## src/rtl/psd_pkg.sv

```systemverilog
// Contract
// supervisor when level 01, flags clear, no debug; code treats level 01 as user in fixed mapper builds
// supervisor allows user and supervisor windows only
// supervisor windows go through translator or mapper
// identifier appended to mapped translation-buffer lookups; code sends window 111 lookups without it
// fixed mapper caching from user, upper-kernel attrs
// kernel when level 00 or error/exception flag
// non-debug exception sets exception or error flag
// return jumps saved pc, clears error, maybe exception
// kernel low half mapped with identifier
// error flag makes low half unmapped, uncached
// window 100 unmapped, minus 0x8000_0000, window0 attr
// window 101 unmapped, minus 0xA000_0000, uncached
// window 110 mapped, or identity in mapper
// window 111 mapped, or identity in mapper
// user when level 10; only low half legal
// fixed mapper applies no write protection
// flags, caching, physical address leave together
package psd_pkg;

  // ----------------------------------------------------------------
  // register offsets (byte addresses)
  // ----------------------------------------------------------------
  localparam logic [7:0] PSD_CTRL_OFS = 8'h00;
  localparam logic [7:0] PSD_CACHE_OFS = 8'h04;
  localparam logic [7:0] PSD_STATE_OFS = 8'h08;
  localparam logic [7:0] PSD_EPC_OFS = 8'h0c;
  localparam logic [7:0] PSD_IRQ_STAT_OFS = 8'h10;
  localparam logic [7:0] PSD_IRQ_MASK_OFS = 8'h14;

  // ----------------------------------------------------------------
  // field positions
  // ----------------------------------------------------------------
  localparam int PSD_LVL_LSB = 0;   // privilege_level_field, 2 bits
  localparam int PSD_EXL_BIT = 2;   // exception_level_flag
  localparam int PSD_ERL_BIT = 3;   // error_level_flag
  localparam int PSD_DBG_BIT = 4;   // debug_active_flag
  localparam int PSD_ADDRESS_SPACE_IDENTIFIER_LSB = 8;  // address_space_identifier, 8 bits
  localparam int PSD_K0_LSB = 0;    // kernel_window0_cache_attr
  localparam int PSD_KU_LSB = 4;    // user_window_cache_attr
  localparam int PSD_K23_LSB = 8;   // upper_kernel_cache_attr
  localparam int PSD_FIXED_BIT = 2; // state register: fixed mapper build
  localparam int PSD_IRQ_ADE = 0;   // address error seen
  localparam int PSD_IRQ_EXC = 1;   // exception taken
  localparam int PSD_IRQ_RET = 2;   // exception return taken
  localparam int PSD_IRQ_W = 3;

  // ----------------------------------------------------------------
  // reset values and codes
  // ----------------------------------------------------------------
  localparam logic [31:0] PSD_CTRL_RST = 32'h0000_0008; // kernel, error flag set
  localparam logic [31:0] PSD_CACHE_RST = 32'h0000_0222; // all uncached
  localparam logic [2:0] PSD_ATTR_UNCACHED = 3'h2;
  localparam logic [1:0] PSD_LVL_KERNEL = 2'h0;
  localparam logic [1:0] PSD_LVL_SUPER = 2'h1;
  localparam logic [1:0] PSD_LVL_USER = 2'h2;

  // ----------------------------------------------------------------
  // address windows
  // ----------------------------------------------------------------
  localparam logic [2:0] PSD_WIN_K0 = 3'h4;
  localparam logic [2:0] PSD_WIN_K1 = 3'h5;
  localparam logic [2:0] PSD_WIN_KA = 3'h6;
  localparam logic [2:0] PSD_WIN_KB = 3'h7;
  localparam logic [31:0] PSD_K0_BASE = 32'h8000_0000;
  localparam logic [31:0] PSD_K1_BASE = 32'ha000_0000;

endpackage : psd_pkg

```

## src/rtl/psd_privilege_segment_decoder.sv

```systemverilog
`timescale 1ns/1ps
module psd_privilege_segment_decoder #(
  parameter bit FIXED_MAP = 1'b0,
  parameter logic [31:0] FM_USEG_OFFSET = 32'h0000_0000,
  parameter int ADDRESS_SPACE_IDENTIFIER_W = 8
) (
  input wire logic clk_i,
  input wire logic rst_i,
  // classic wishbone slave
  input wire logic wb_cyc_i,
  input wire logic wb_stb_i,
  input wire logic wb_we_i,
  input wire logic [7:0] wb_adr_i,
  input wire logic [3:0] wb_sel_i,
  input wire logic [31:0] wb_dat_i,
  output logic [31:0] wb_dat_o,
  output logic wb_ack_o,
  // pipeline address request
  input wire logic req_valid_i,
  input wire logic [31:0] req_va_i,
  input wire logic req_write_i,
  // pipeline exception events
  input wire logic exc_take_i,
  input wire logic exc_error_class_i,
  input wire logic exc_debug_i,
  input wire logic [31:0] exc_pc_i,
  input wire logic exception_return_instr_i,
  // decode result towards translator, mapper and cache
  output logic rsp_valid_o,
  output logic rsp_legal_o,
  output logic rsp_addr_err_o,
  output logic rsp_mapped_o,
  output logic rsp_use_address_space_identifier_o,
  output logic [ADDRESS_SPACE_IDENTIFIER_W-1:0] rsp_address_space_identifier_o,
  output logic rsp_pa_valid_o,
  output logic [31:0] rsp_pa_o,
  output logic rsp_cached_o,
  output logic rsp_write_o,
  // return redirect
  output logic redirect_valid_o,
  output logic [31:0] redirect_pc_o,
  // interrupt
  output logic irq_o
);

  // ----------------------------------------------------------------
  // elaboration checks
  // ----------------------------------------------------------------
  if (ADDRESS_SPACE_IDENTIFIER_W != 8) begin : g_bad_address_space_identifier
    $error("address space identifier width must be 8");
  end

  // ----------------------------------------------------------------
  // registers
  // ----------------------------------------------------------------
  logic [1:0] lvl_ff;
  logic exl_ff;
  logic erl_ff;
  logic dbg_ff;
  logic [ADDRESS_SPACE_IDENTIFIER_W-1:0] address_space_identifier_ff;
  logic [2:0] k0_attr_ff;
  logic [2:0] ku_attr_ff;
  logic [2:0] k23_attr_ff;
  logic [31:0] epc_ff;
  logic [psd_pkg::PSD_IRQ_W-1:0] irq_stat_ff;
  logic [psd_pkg::PSD_IRQ_W-1:0] irq_mask_ff;
  logic ack_ff;
  logic [31:0] rdat_ff;

  // bus strobes: a write commits on the edge where ack is high
  logic wb_req;
  logic wb_wr;
  logic [31:0] ctrl_rd;
  logic [31:0] cache_rd;
  logic [31:0] state_rd;

  assign wb_req = wb_cyc_i & wb_stb_i;
  assign wb_wr = wb_req & wb_we_i & ack_ff;

  // ----------------------------------------------------------------
  // privilege mode
  // ----------------------------------------------------------------
  logic is_super;
  logic is_user;
  logic is_kernel;

  // debug reuses the kernel map; reserved level 11 is held as user
  always_comb begin
    is_super = (lvl_ff == psd_pkg::PSD_LVL_SUPER) & ~exl_ff & ~erl_ff & ~dbg_ff
             & ~FIXED_MAP;
    is_kernel = dbg_ff | exl_ff | erl_ff | (lvl_ff == psd_pkg::PSD_LVL_KERNEL);
    is_user = ~is_kernel & ~is_super;
  end

  // ----------------------------------------------------------------
  // segment decode
  // ----------------------------------------------------------------
  logic nxt_legal;
  logic nxt_mapped;
  logic nxt_use_address_space_identifier;
  logic nxt_pa_valid;
  logic [31:0] nxt_pa;
  logic nxt_cached;
  logic [2:0] win;

  assign win = req_va_i[31:29];

  always_comb begin
    nxt_legal = 1'b0;
    nxt_mapped = 1'b0;
    nxt_use_address_space_identifier = 1'b0;
    nxt_pa_valid = 1'b0;
    nxt_pa = 32'h0000_0000;
    nxt_cached = 1'b0;
    if (!req_va_i[31]) begin
      nxt_legal = 1'b1;
      if (is_kernel && erl_ff) begin
        nxt_pa_valid = 1'b1;
        nxt_pa = req_va_i;
      end else begin
        nxt_mapped = 1'b1;
        nxt_use_address_space_identifier = ~FIXED_MAP;
        nxt_pa_valid = FIXED_MAP;
        nxt_pa = FIXED_MAP ? req_va_i + FM_USEG_OFFSET : 32'h0000_0000;
        nxt_cached = FIXED_MAP & (ku_attr_ff != psd_pkg::PSD_ATTR_UNCACHED);
      end
    end else if (is_kernel && win == psd_pkg::PSD_WIN_K0) begin
      nxt_legal = 1'b1;
      nxt_pa_valid = 1'b1;
      nxt_pa = req_va_i - psd_pkg::PSD_K0_BASE;
      nxt_cached = k0_attr_ff != psd_pkg::PSD_ATTR_UNCACHED;
    end else if (is_kernel && win == psd_pkg::PSD_WIN_K1) begin
      nxt_legal = 1'b1;
      nxt_pa_valid = 1'b1;
      nxt_pa = req_va_i - psd_pkg::PSD_K1_BASE;
    end else if ((is_kernel || is_super) && win == psd_pkg::PSD_WIN_KA) begin
      nxt_legal = 1'b1;
      nxt_mapped = 1'b1;
      nxt_use_address_space_identifier = ~FIXED_MAP;
      nxt_pa_valid = FIXED_MAP;
      nxt_pa = FIXED_MAP ? req_va_i : 32'h0000_0000;
      nxt_cached = FIXED_MAP & (k23_attr_ff != psd_pkg::PSD_ATTR_UNCACHED);
    end else if (is_kernel && win == psd_pkg::PSD_WIN_KB) begin
      nxt_legal = 1'b1;
      nxt_mapped = 1'b1;
      nxt_pa_valid = FIXED_MAP;
      nxt_pa = FIXED_MAP ? req_va_i : 32'h0000_0000;
      nxt_cached = FIXED_MAP & (k23_attr_ff != psd_pkg::PSD_ATTR_UNCACHED);
    end
  end

  // result register; all fields move together
  always_ff @(posedge clk_i) begin
    if (rst_i) begin
      rsp_valid_o <= 1'b0;
      rsp_legal_o <= 1'b0;
      rsp_addr_err_o <= 1'b0;
      rsp_mapped_o <= 1'b0;
      rsp_use_address_space_identifier_o <= 1'b0;
      rsp_address_space_identifier_o <= '0;
      rsp_pa_valid_o <= 1'b0;
      rsp_pa_o <= 32'h0000_0000;
      rsp_cached_o <= 1'b0;
      rsp_write_o <= 1'b0;
    end else begin
      rsp_valid_o <= req_valid_i;
      rsp_legal_o <= req_valid_i & nxt_legal;
      rsp_addr_err_o <= req_valid_i & ~nxt_legal;
      rsp_mapped_o <= req_valid_i & nxt_mapped;
      rsp_use_address_space_identifier_o <= req_valid_i & nxt_use_address_space_identifier;
      rsp_address_space_identifier_o <= nxt_use_address_space_identifier ? address_space_identifier_ff : '0;
      rsp_pa_valid_o <= req_valid_i & nxt_pa_valid;
      rsp_pa_o <= nxt_pa;
      rsp_cached_o <= req_valid_i & nxt_cached;
      // no protection check in the mapper: writes simply pass on
      rsp_write_o <= req_valid_i & req_write_i & nxt_legal;
    end
  end

  // ----------------------------------------------------------------
  // control flags: software writes, then hardware events win
  // ----------------------------------------------------------------
  logic exc_hit;
  logic ret_hit;

  assign exc_hit = exc_take_i & ~exc_debug_i;
  assign ret_hit = exception_return_instr_i & ~exc_hit;

  always_ff @(posedge clk_i) begin
    if (rst_i) begin
      lvl_ff <= psd_pkg::PSD_CTRL_RST[psd_pkg::PSD_LVL_LSB +: 2];
      dbg_ff <= psd_pkg::PSD_CTRL_RST[psd_pkg::PSD_DBG_BIT];
      address_space_identifier_ff <= psd_pkg::PSD_CTRL_RST[psd_pkg::PSD_ADDRESS_SPACE_IDENTIFIER_LSB +: ADDRESS_SPACE_IDENTIFIER_W];
    end else if (wb_wr && wb_adr_i == psd_pkg::PSD_CTRL_OFS) begin
      if (wb_sel_i[0]) begin
        lvl_ff <= wb_dat_i[psd_pkg::PSD_LVL_LSB +: 2];
        dbg_ff <= wb_dat_i[psd_pkg::PSD_DBG_BIT];
      end
      if (wb_sel_i[1]) begin
        address_space_identifier_ff <= wb_dat_i[psd_pkg::PSD_ADDRESS_SPACE_IDENTIFIER_LSB +: ADDRESS_SPACE_IDENTIFIER_W];
      end
    end
  end

  // exception entry and return override a same-cycle software write
  always_ff @(posedge clk_i) begin
    if (rst_i) begin
      exl_ff <= psd_pkg::PSD_CTRL_RST[psd_pkg::PSD_EXL_BIT];
      erl_ff <= psd_pkg::PSD_CTRL_RST[psd_pkg::PSD_ERL_BIT];
    end else if (exc_hit) begin
      if (exc_error_class_i) begin
        erl_ff <= 1'b1;
      end else begin
        exl_ff <= 1'b1;
      end
    end else if (ret_hit) begin
      erl_ff <= 1'b0;
      if (!erl_ff) begin
        exl_ff <= 1'b0;
      end
    end else if (wb_wr && wb_adr_i == psd_pkg::PSD_CTRL_OFS && wb_sel_i[0]) begin
      exl_ff <= wb_dat_i[psd_pkg::PSD_EXL_BIT];
      erl_ff <= wb_dat_i[psd_pkg::PSD_ERL_BIT];
    end
  end

  // saved pc: exception capture beats software
  always_ff @(posedge clk_i) begin
    if (rst_i) begin
      epc_ff <= 32'h0000_0000;
    end else if (exc_hit) begin
      epc_ff <= exc_pc_i;
    end else if (wb_wr && wb_adr_i == psd_pkg::PSD_EPC_OFS) begin
      for (int b = 0; b < 4; b++) begin
        if (wb_sel_i[b]) begin
          epc_ff[8*b +: 8] <= wb_dat_i[8*b +: 8];
        end
      end
    end
  end

  // return redirect pulse
  always_ff @(posedge clk_i) begin
    if (rst_i) begin
      redirect_valid_o <= 1'b0;
      redirect_pc_o <= 32'h0000_0000;
    end else begin
      redirect_valid_o <= ret_hit;
      redirect_pc_o <= epc_ff;
    end
  end

  // cache attributes
  always_ff @(posedge clk_i) begin
    if (rst_i) begin
      k0_attr_ff <= psd_pkg::PSD_CACHE_RST[psd_pkg::PSD_K0_LSB +: 3];
      ku_attr_ff <= psd_pkg::PSD_CACHE_RST[psd_pkg::PSD_KU_LSB +: 3];
      k23_attr_ff <= psd_pkg::PSD_CACHE_RST[psd_pkg::PSD_K23_LSB +: 3];
    end else if (wb_wr && wb_adr_i == psd_pkg::PSD_CACHE_OFS) begin
      if (wb_sel_i[0]) begin
        k0_attr_ff <= wb_dat_i[psd_pkg::PSD_K0_LSB +: 3];
        ku_attr_ff <= wb_dat_i[psd_pkg::PSD_KU_LSB +: 3];
      end
      if (wb_sel_i[1]) begin
        k23_attr_ff <= wb_dat_i[psd_pkg::PSD_K23_LSB +: 3];
      end
    end
  end

  // ----------------------------------------------------------------
  // interrupt status and mask
  // ----------------------------------------------------------------
  logic [psd_pkg::PSD_IRQ_W-1:0] irq_evt;
  logic [psd_pkg::PSD_IRQ_W-1:0] irq_clr;

  always_comb begin
    irq_evt = '0;
    irq_evt[psd_pkg::PSD_IRQ_ADE] = req_valid_i & ~nxt_legal;
    irq_evt[psd_pkg::PSD_IRQ_EXC] = exc_hit;
    irq_evt[psd_pkg::PSD_IRQ_RET] = ret_hit;
    irq_clr = '0;
    if (wb_wr && wb_adr_i == psd_pkg::PSD_IRQ_STAT_OFS && wb_sel_i[0]) begin
      irq_clr = wb_dat_i[psd_pkg::PSD_IRQ_W-1:0];
    end
  end

  // set beats a same-cycle write-one clear
  always_ff @(posedge clk_i) begin
    if (rst_i) begin
      irq_stat_ff <= '0;
    end else begin
      irq_stat_ff <= (irq_stat_ff & ~irq_clr) | irq_evt;
    end
  end

  always_ff @(posedge clk_i) begin
    if (rst_i) begin
      irq_mask_ff <= '0;
    end else if (wb_wr && wb_adr_i == psd_pkg::PSD_IRQ_MASK_OFS && wb_sel_i[0]) begin
      irq_mask_ff <= wb_dat_i[psd_pkg::PSD_IRQ_W-1:0];
    end
  end

  // registered, so the line lags the status bit by one edge
  always_ff @(posedge clk_i) begin
    if (rst_i) begin
      irq_o <= 1'b0;
    end else begin
      irq_o <= |(irq_stat_ff & irq_mask_ff);
    end
  end

  // ----------------------------------------------------------------
  // wishbone answer: one wait state, unmapped reads give zero
  // ----------------------------------------------------------------
  always_comb begin
    ctrl_rd = 32'h0000_0000;
    ctrl_rd[psd_pkg::PSD_LVL_LSB +: 2] = lvl_ff;
    ctrl_rd[psd_pkg::PSD_EXL_BIT] = exl_ff;
    ctrl_rd[psd_pkg::PSD_ERL_BIT] = erl_ff;
    ctrl_rd[psd_pkg::PSD_DBG_BIT] = dbg_ff;
    ctrl_rd[psd_pkg::PSD_ADDRESS_SPACE_IDENTIFIER_LSB +: ADDRESS_SPACE_IDENTIFIER_W] = address_space_identifier_ff;
    cache_rd = 32'h0000_0000;
    cache_rd[psd_pkg::PSD_K0_LSB +: 3] = k0_attr_ff;
    cache_rd[psd_pkg::PSD_KU_LSB +: 3] = ku_attr_ff;
    cache_rd[psd_pkg::PSD_K23_LSB +: 3] = k23_attr_ff;
    state_rd = 32'h0000_0000;
    state_rd[1:0] = is_kernel ? psd_pkg::PSD_LVL_KERNEL :
                    is_super ? psd_pkg::PSD_LVL_SUPER : psd_pkg::PSD_LVL_USER;
    state_rd[psd_pkg::PSD_FIXED_BIT] = FIXED_MAP;
  end

  always_ff @(posedge clk_i) begin
    if (rst_i) begin
      ack_ff <= 1'b0;
    end else begin
      ack_ff <= wb_req & ~ack_ff;
    end
  end

  always_ff @(posedge clk_i) begin
    if (rst_i) begin
      rdat_ff <= 32'h0000_0000;
    end else if (wb_req && !ack_ff) begin
      if (wb_adr_i == psd_pkg::PSD_CTRL_OFS) begin
        rdat_ff <= ctrl_rd;
      end else if (wb_adr_i == psd_pkg::PSD_CACHE_OFS) begin
        rdat_ff <= cache_rd;
      end else if (wb_adr_i == psd_pkg::PSD_STATE_OFS) begin
        rdat_ff <= state_rd;
      end else if (wb_adr_i == psd_pkg::PSD_EPC_OFS) begin
        rdat_ff <= epc_ff;
      end else if (wb_adr_i == psd_pkg::PSD_IRQ_STAT_OFS) begin
        rdat_ff <= {29'h0, irq_stat_ff};
      end else if (wb_adr_i == psd_pkg::PSD_IRQ_MASK_OFS) begin
        rdat_ff <= {29'h0, irq_mask_ff};
      end else begin
        rdat_ff <= 32'h0000_0000;
      end
    end
  end

  assign wb_ack_o = ack_ff;
  assign wb_dat_o = rdat_ff;

endmodule : psd_privilege_segment_decoder

```

## config.mk

```make
export PLATFORM = sky130hd
export DESIGN_NAME = psd_privilege_segment_decoder
export DESIGN_NICKNAME = d
export VERILOG_FILES = /design/src/rtl/psd_pkg.sv /design/src/rtl/psd_privilege_segment_decoder.sv
export SDC_FILE = /design/constraint.sdc
export NUM_CORES = 1
export LEC_CHECK = 0
export BUFFER_PORTS_ARGS = -buffer_cell sky130_fd_sc_hd__buf_2
export CELL_PAD_IN_SITES_DETAIL_PLACEMENT = 1
export CELL_PAD_IN_SITES_GLOBAL_PLACEMENT = 1
export CORE_ASPECT_RATIO = 0.9
export CORE_MARGIN = 2
export CORE_UTILIZATION = 33
export DETAILED_ROUTE_END_ITERATION = 10
export PLACE_DENSITY = 0.76
export SLEW_MARGIN = 0
export SYNTH_ARGS = -nofsm -noshare
export SYNTH_HDL_FRONTEND = slang
export SYNTH_SLANG_ARGS = --single-unit
export TNS_END_PERCENT = 10
```

## constraint.sdc

```tcl
create_clock -name clk_i -period 1.6 [get_ports clk_i]
set_input_delay 0.08 -clock clk_i [delete_from_list [all_inputs] [get_ports clk_i]]
set_output_delay 0.08 -clock clk_i [all_outputs]
set_load 0.01 [all_outputs]
```

==> run summary, run 1 <==
Outcome = finished, violations left
Failing checks = setup timing
Sequential area share after synthesis = 53.5%
Global route overflow = 0
Async set-reset flop share out of synthesis = 0%
RSZ-0062 raised after global routing = true
End-of-flow core utilization = 50.5%
Clk Latency, worst-skew pair = 440 ps
Commonest cells after routing, fill and taps aside = buf_2 (232), dfxtp_1 (172), nand2_1 (80)
IO Count = 234
# rows = 48
Min-Delay Path Class = input pin to flop
Synth Instances = 666
Post-synthesis cell area = 6550 µm²
Max FO, Critical Path = 3
Fmax achieved = 0.614 GHz
Footprint of the multi-input gates = 2890 µm²
ANT nets after route = 0
GPL Wtd Cong = 0.809
LEAKAGE = 0.00460 µW
Core Area = 19300 µm²
Area growth syn-to-layout = 49.0%
Setup violations, final = 1
Vias in the first global route = 6539
Synth Register Bits = 175
Peak supply drop = 0.655 mV
H-tree depth = 4
Critical Path End Type = flop
Die Area = 21000 µm²
Register-to-register setup slack = -30 ps
EDFF count, synth = 0
Most common cell after layout, fill and taps aside = buf_2
Skew final = 10.4 ps
Share of post-route cells with drive strength above 1 = 38.3%
# clock sinks = 175
Fill cells = 2261
Yosys warns = 0
Die extent in x = 153 µm
Hold depth = 3
Final hold violation count = 0
Initial antenna violation count = 2
# port buffers = 233
Final worst path period need = 1630 ps
Syn_nets = 790
DR vias = 6180
Post-synthesis cell type count = 62
Fin nets = 1124
Ranking of synthesized cells by area = dfxtp_1 (53%), nand2_1 (4.6%), mux2_2 (4.0%)
Avg Inst Size Synth = 9.83 µm²
CTS tree = done
Worst Reg-to-Reg Cells = 6
Dpl hpwl = 16.2 mm
Top cell type by total area after synthesis = dfxtp_1
Register area = 3510 µm²
Clock Tree Buf Depth = 2
Post-synth top area share = 53.5%
Primary FF master, synth = dfxtp_1
Worst setup path category = flop to flop
Clk pin slew, worst setup/hold paths = 70 ps
WL final = 24.1 mm
Critical Path RT = 1980 ps
Startpoint Class = flop
Routed len/inst = 19.1 µm
DR DRC count = 0
Pin count of the biggest net entering global routing = 41
Crit path DAT = 2010 ps
Slew Limit Headroom = 71.0%
Total GRT Usage = 22.8%
Pwr/cell area = 1010 nW/µm²
Slew @ Worst Pin = 435 ps
TritonCTS buffer count = 17
First-pass GRT wire length = 36.9 mm
Clock Root Buffer = clkbuf_16
Pre-antenna DRT Iters = 4
Final Cycle Share = 102%
Vias/cell = 4.89
Setup WS pre-CTS = -247 ps
DRC marker count from the first detailed-route iteration = 299
Starting Density = 33.9%
Final slew viol count = 0
MaxCap Viol Count = 0
Final Worst Setup Slack = -28.7 ps
Die H = 138 µm
==> where the power goes <==
part / internal [µW] / switching (µW) / total [µW]
registers: 4490 / 68.4 / 4560
clock network: 2110 / 2030 / 4140
logic: 550 / 561 / 1110
==> cells by family after synthesis <==
kind of cell               Yosys count  share of synthesized area, %
muxes                               49                          8.00
and+or+nand+nor                    252                          20.1
AOI/OAI and AO/OA                  130                          13.7
DFF                                175                          53.5
adders and majority gates            5                         0.955
buffers and inverters               55                          3.76
==> what timing repair did <==
item	in CTS	in global routing
gates resized for setup	7	20
endpoints found under the hold margin	75	0
hold buffers	67	0
endpoints found under the setup margin	27	66
pin swaps	3	3
buffers inserted	1	1
cloned	0	1
==> synthesized netlist by cell type, drive strengths merged, types with 4 or more instances <==
library cell / instances
nor3: 12
and2: 13
a311oi: 8
nor4: 4
a21oi: 51
nand3: 8
nand4: 5
ha: 5
and3: 32
inv: 10
nand2: 82
dfxtp: 175
mux2i: 25
o21ai: 15
a22o: 21
buf: 14
clkbuf: 31
nor2: 48
a22oi: 11
mux2: 24
nor2b: 33
==> worst paths after layout <==
path	end	startpoint
max	wb_dat_o[0]	erl_ff
min	wb_dat_o[1]	wb_adr_i[3]
max reg2reg	wb_dat_o[0]	erl_ff
min reg2reg	wb_dat_o[21]	epc_ff[21]
==> layer usage <==
metal	track usage, %	vias up	wire length, µm	part of all wire (%)
li1	-	2990	-	-
met4	6.17	2	315	1.3
met5	0	-	12	0.050
met1	26.4	2972	10200	42
met2	42.1	191	12200	51
met3	5.82	25	1390	5.8
==> worst max-delay path, stage by stage, from the launching register on <==
cell and delay (ps):
dfxtp_2 330, or3_4 390, buf_4 160, nor4b_4 220
a21oi_2 70, o31ai_2 250, a31o_2 170
==> registers in the layout, summed over array words and instances (netlist names), 2 cells and up <==
signal	flops
k0_attr_ff	3
epc_ff	32
irq_mask_ff	3
ku_attr_ff	3
k23_attr_ff	3
irq_stat_ff	3
wb_dat_o	32
address_space_identifier_ff	8
redirect_pc_o	32
lvl_ff	2
rsp_address_space_identifier_o	8
rsp_pa_o	32
==> area by class of cell <==
type	count	area share, %
multi-input cells	436	29.7
inverters	10	0.385
clock buffers	18	4.40
clock inverters	14	1.67
diodes	1	0.0256
flip-flops and latches	175	35.9
well taps	250	3.21
repair buffers	360	24.7
==> stage by stage <==
step | instances | instance area (µm²) | hold slack, ps | total power, µW | TNS (ps)
2_1_floorplan | 666 | 6560 | 167 | 5080 | -280
3_3_place_gp | 1161 | 8340 | 302 | 5540 | -4760
3_5_place_dp | 1161 | 8340 | 309 | 5560 | -6960
4_1_cts | 1261 | 9650 | 0.160 | 9810 | -718
5_1_grt | 1263 | 9750 | 50.7 | 10200 | -311
6_report | 1264 | 9760 | 27.6 | 9810 | -28.7
(Power assumes the default switching activity.)
==> run 2, diff against run 1 <==
Settings changed: ABC_AREA set to 1, CORE_UTILIZATION 33 to 32, PLACE_DENSITY 0.76 to 0.77.
==> run summary, run 2 <==
Clk pin slew, worst setup/hold paths = 70 ps (about the same)
GPL Wtd Cong = 0.839 (was 0.809)
Setup WS pre-CTS = -42.8 ps (was -247 ps)
EDFF count, synth = 0 (unchanged)
Post-synth top area share = 52.2% (was 53.5%)
Startpoint Class = flop (unchanged)
Top cells by count, synth = nand2_1 (217), dfxtp_1 (175), nor2_1 (151) (was dfxtp_1 (175), nand2_1 (81), a21oi_1 (51))
# clock sinks = 175 (unchanged)
Outcome = finished clean (was finished, violations left)
Clk Latency, worst-skew pair = 420 ps (was 440 ps)
Pre-antenna DRT Iters = 4 (unchanged)
Worst setup path category = flop to flop (unchanged)
Seq pwr share = 46.5% (about the same)
Ranking of synthesized cells by area = dfxtp_1 (52%), nand2_1 (12%), nor2_1 (8.4%) (was dfxtp_1 (53%), nand2_1 (4.6%), mux2_2 (4.0%))
Most instantiated library cell after synthesis = nand2_1 (was dfxtp_1)
Yosys warns = 0 (unchanged)
Fin Setup TNS = 0 ps (was -28.7 ps)
Starting Density = 32.4% (was 33.9%)
Gate power share = 11.2% (was 11.3%)
# port buffers = 233 (unchanged)
Max Used Layer = met5 (unchanged)
TritonCTS buffer count = 17 (unchanged)
H-tree depth = 4 (unchanged)
ANT nets after route = 0 (unchanged)
Placed insts = 1383 (was 1161)
Clock Root Buffer = clkbuf_16 (unchanged)
Initial antenna violation count = 2 (unchanged)
Slew @ Worst Pin = 463 ps (was 435 ps)
WL met1 = 10.6 mm (was 10.2 mm)
WL final = 23.0 mm (was 24.1 mm)
Crit path DAT = 1780 ps (was 2010 ps)
DR vias = 6690 (was 6180)
Die extent in x = 157 µm (was 153 µm)
Dpl hpwl = 16.3 mm (was 16.2 mm)
Skew final = 7.61 ps (was 10.4 ps)
Critical Path End Type = flop (unchanged)
Post-synthesis cell area = 6710 µm² (was 6550 µm²)
Fin nets = 1305 (was 1124)
Primary FF master, synth = dfxtp_1 (unchanged)
Synth Instances = 883 (was 666)
Final slew viol count = 0 (unchanged)
Share of post-route cells with drive strength above 1 = 27.4% (was 38.3%)
Post-synthesis cell type count = 41 (was 62)
LEAKAGE = 0.00471 µW (was 0.00460 µW)
Top cell type by total area after synthesis = dfxtp_1 (unchanged)
Die H = 141 µm (was 138 µm)
WL met3 = 1.06 mm (was 1.39 mm)
RSZ-0062 raised after global routing = true (unchanged)
Clock group share of total power = 42.3% (was 42.2%)
Setup violations, final = 0 (was 1)
Vias in the first global route = 6820 (was 6539)
Area growth syn-to-layout = 41.6% (was 49.0%)
Max FO, Critical Path = 30 (was 3)
Commonest cells after routing, fill and taps aside = buf_2 (233), nand2_1 (215), dfxtp_1 (175) (was buf_2 (232), dfxtp_1 (172), nand2_1 (80))
Final Cycle Share = 92.3% (was 102%)
Synth Register Bits = 175 (unchanged)
CTS tree = done (unchanged)
Final worst path period need = 1480 ps (was 1630 ps)
First-pass GRT wire length = 35.9 mm (was 36.9 mm)
Reg2reg start = exl_ff (was erl_ff)
Avg Inst Size Synth = 7.60 µm² (was 9.83 µm²)
Total GRT Usage = 20.7% (was 22.8%)
Fmax achieved = 0.677 GHz (was 0.614 GHz)
Final hold violation count = 0 (unchanged)
Cell-internal power = 7380 µW (was 7150 µW)
DRC marker count from the first detailed-route iteration = 276 (was 299)
Sw frac = 25.1% (was 27.1%)
Die Area = 22100 µm² (was 21000 µm²)
Routed len/inst = 15.6 µm (was 19.1 µm)
# rows = 50 (was 48)
Final Worst Setup Slack = 124 ps (was -28.7 ps)
Min-Delay Path Class = input pin to flop (unchanged)
CP startpoint = exl_ff (was erl_ff)
Pin count of the biggest net entering global routing = 69 (was 41)
Switching pwr = 2480 µW (was 2660 µW)
Post-CTS Setup Repair Bufs = 0 (was 1)
Pwr/cell area = 1040 nW/µm² (was 1010 nW/µm²)
Async set-reset flop share out of synthesis = 0% (unchanged)
MaxCap Viol Count = 0 (unchanged)
Non-filler cells, final = 1480 (was 1264)
Sequential area share after synthesis = 52.2% (was 53.5%)
Most common cell after layout, fill and taps aside = buf_2 (unchanged)
IO Count = 234 (unchanged)
Peak supply drop = 0.643 mV (was 0.655 mV)
Global route overflow = 0 (unchanged)
Min-delay src = exc_pc_i[21] (was wb_adr_i[3])
Clock Tree Buf Depth = 2 (unchanged)
Syn_nets = 1007 (was 790)
Critical Path RT = 1900 ps (was 1980 ps)
Slew Limit Headroom = 69.1% (was 71.0%)
Core Area = 20700 µm² (was 19300 µm²)
DR DRC count = 0 (unchanged)
Metal2 WL = 11.1 mm (was 12.2 mm)
Vias/cell = 4.52 (was 4.89)
## run 2: changes by cell type in the layout (fill, tap and decap cells not counted), sizes merged, moves of 24 or more
cell / change
o21ai: +47
nand3: +47
mux2: -24
mux2i: -25
nor2: +111
buf: -38
and3: -31
nand2: +145
inv: +71
nor2b: -33
## run 2: cells by family after synthesis
kind of cell / Yosys count / share of synthesized area (%)
DFF: 175 / 52.2
buffers and inverters: 129 / 8.32
adders and majority gates: 5 / 0.932
AOI/OAI and AO/OA: 123 / 10.1
and+or+nand+nor: 451 / 28.5
## run 2: power groups by stage
stage / combinational [µW] / clock (µW) / sequential (µW)
floorplan: 464 / 0 / 4730
global placement: 934 / 0 / 4680
detailed placement: 958 / 0 / 4690
CTS: 1090 / 4260 / 4590
global route: 1230 / 4460 / 4600
finish: 1100 / 4170 / 4590
## run 2: final timing paths
| path | to | slack (ps) | depth (start not counted) |
|---|---|---|---|
| worst max register to register | rsp_pa_o[6] | 120 | 7 |
| worst max-delay path | rsp_pa_o[6] | 120 | 7 |
| worst min register to register | redirect_pc_o[17] | 440 | 2 |
| worst min-delay path | epc_ff[21] | 10 | 5 |
## run 2: metrics by stage
| step | utilization, % | instance area [µm²] | hold slack, ps | total power [µW] |
|---|---|---|---|---|
| 2_1_floorplan | - | 6710 | 171 | 5190 |
| 3_3_place_gp | 39.6 | 8210 | 311 | 5610 |
| 3_5_place_dp | 39.6 | 8210 | 317 | 5640 |
| 4_1_cts | 45.7 | 9460 | 2.98 | 9930 |
| 5_1_grt | 45.9 | 9500 | 21.0 | 10300 |
| 6_report | 45.9 | 9500 | 14.0 | 9860 |
## run 2: layout make-up
class	instances	area (µm²)
diodes	1	2.50
repair buffers	319	2020
clock buffers	19	453
flip-flops and latches	175	3500
clock inverters	12	138
inverters	89	338
fillers	2580	11200
well taps	286	358
multi-input cells	579	2690
## run 2: worst max-delay path, stage by stage, from the launching register on
cell and delay [ps]:
dfxtp_1 340, nor2_4 160, o211ai_4 120, o211ai_1 180
nand2_1 160, inv_2 130, buf_12 190, nor2_1 70
## run 2: per-layer routing
| metal | global-route usage (%) | up-vias |
|---|---|---|
| li1 | - | 3357 |
| met1 | 27.3 | 3148 |
| met2 | 35.0 | 161 |
| met3 | 4.43 | 22 |
| met4 | 4.44 | 2 |
| met5 | 0 | - |
## run 2: what timing repair did
| item | in CTS | in global routing |
|---|---|---|
| pin swaps | 0 | 1 |
| endpoints found under the hold margin | 61 | 0 |
| endpoints found under the setup margin | 40 | 89 |
| resized for setup | 3 | 11 |
| hold buffers | 65 | 0 |
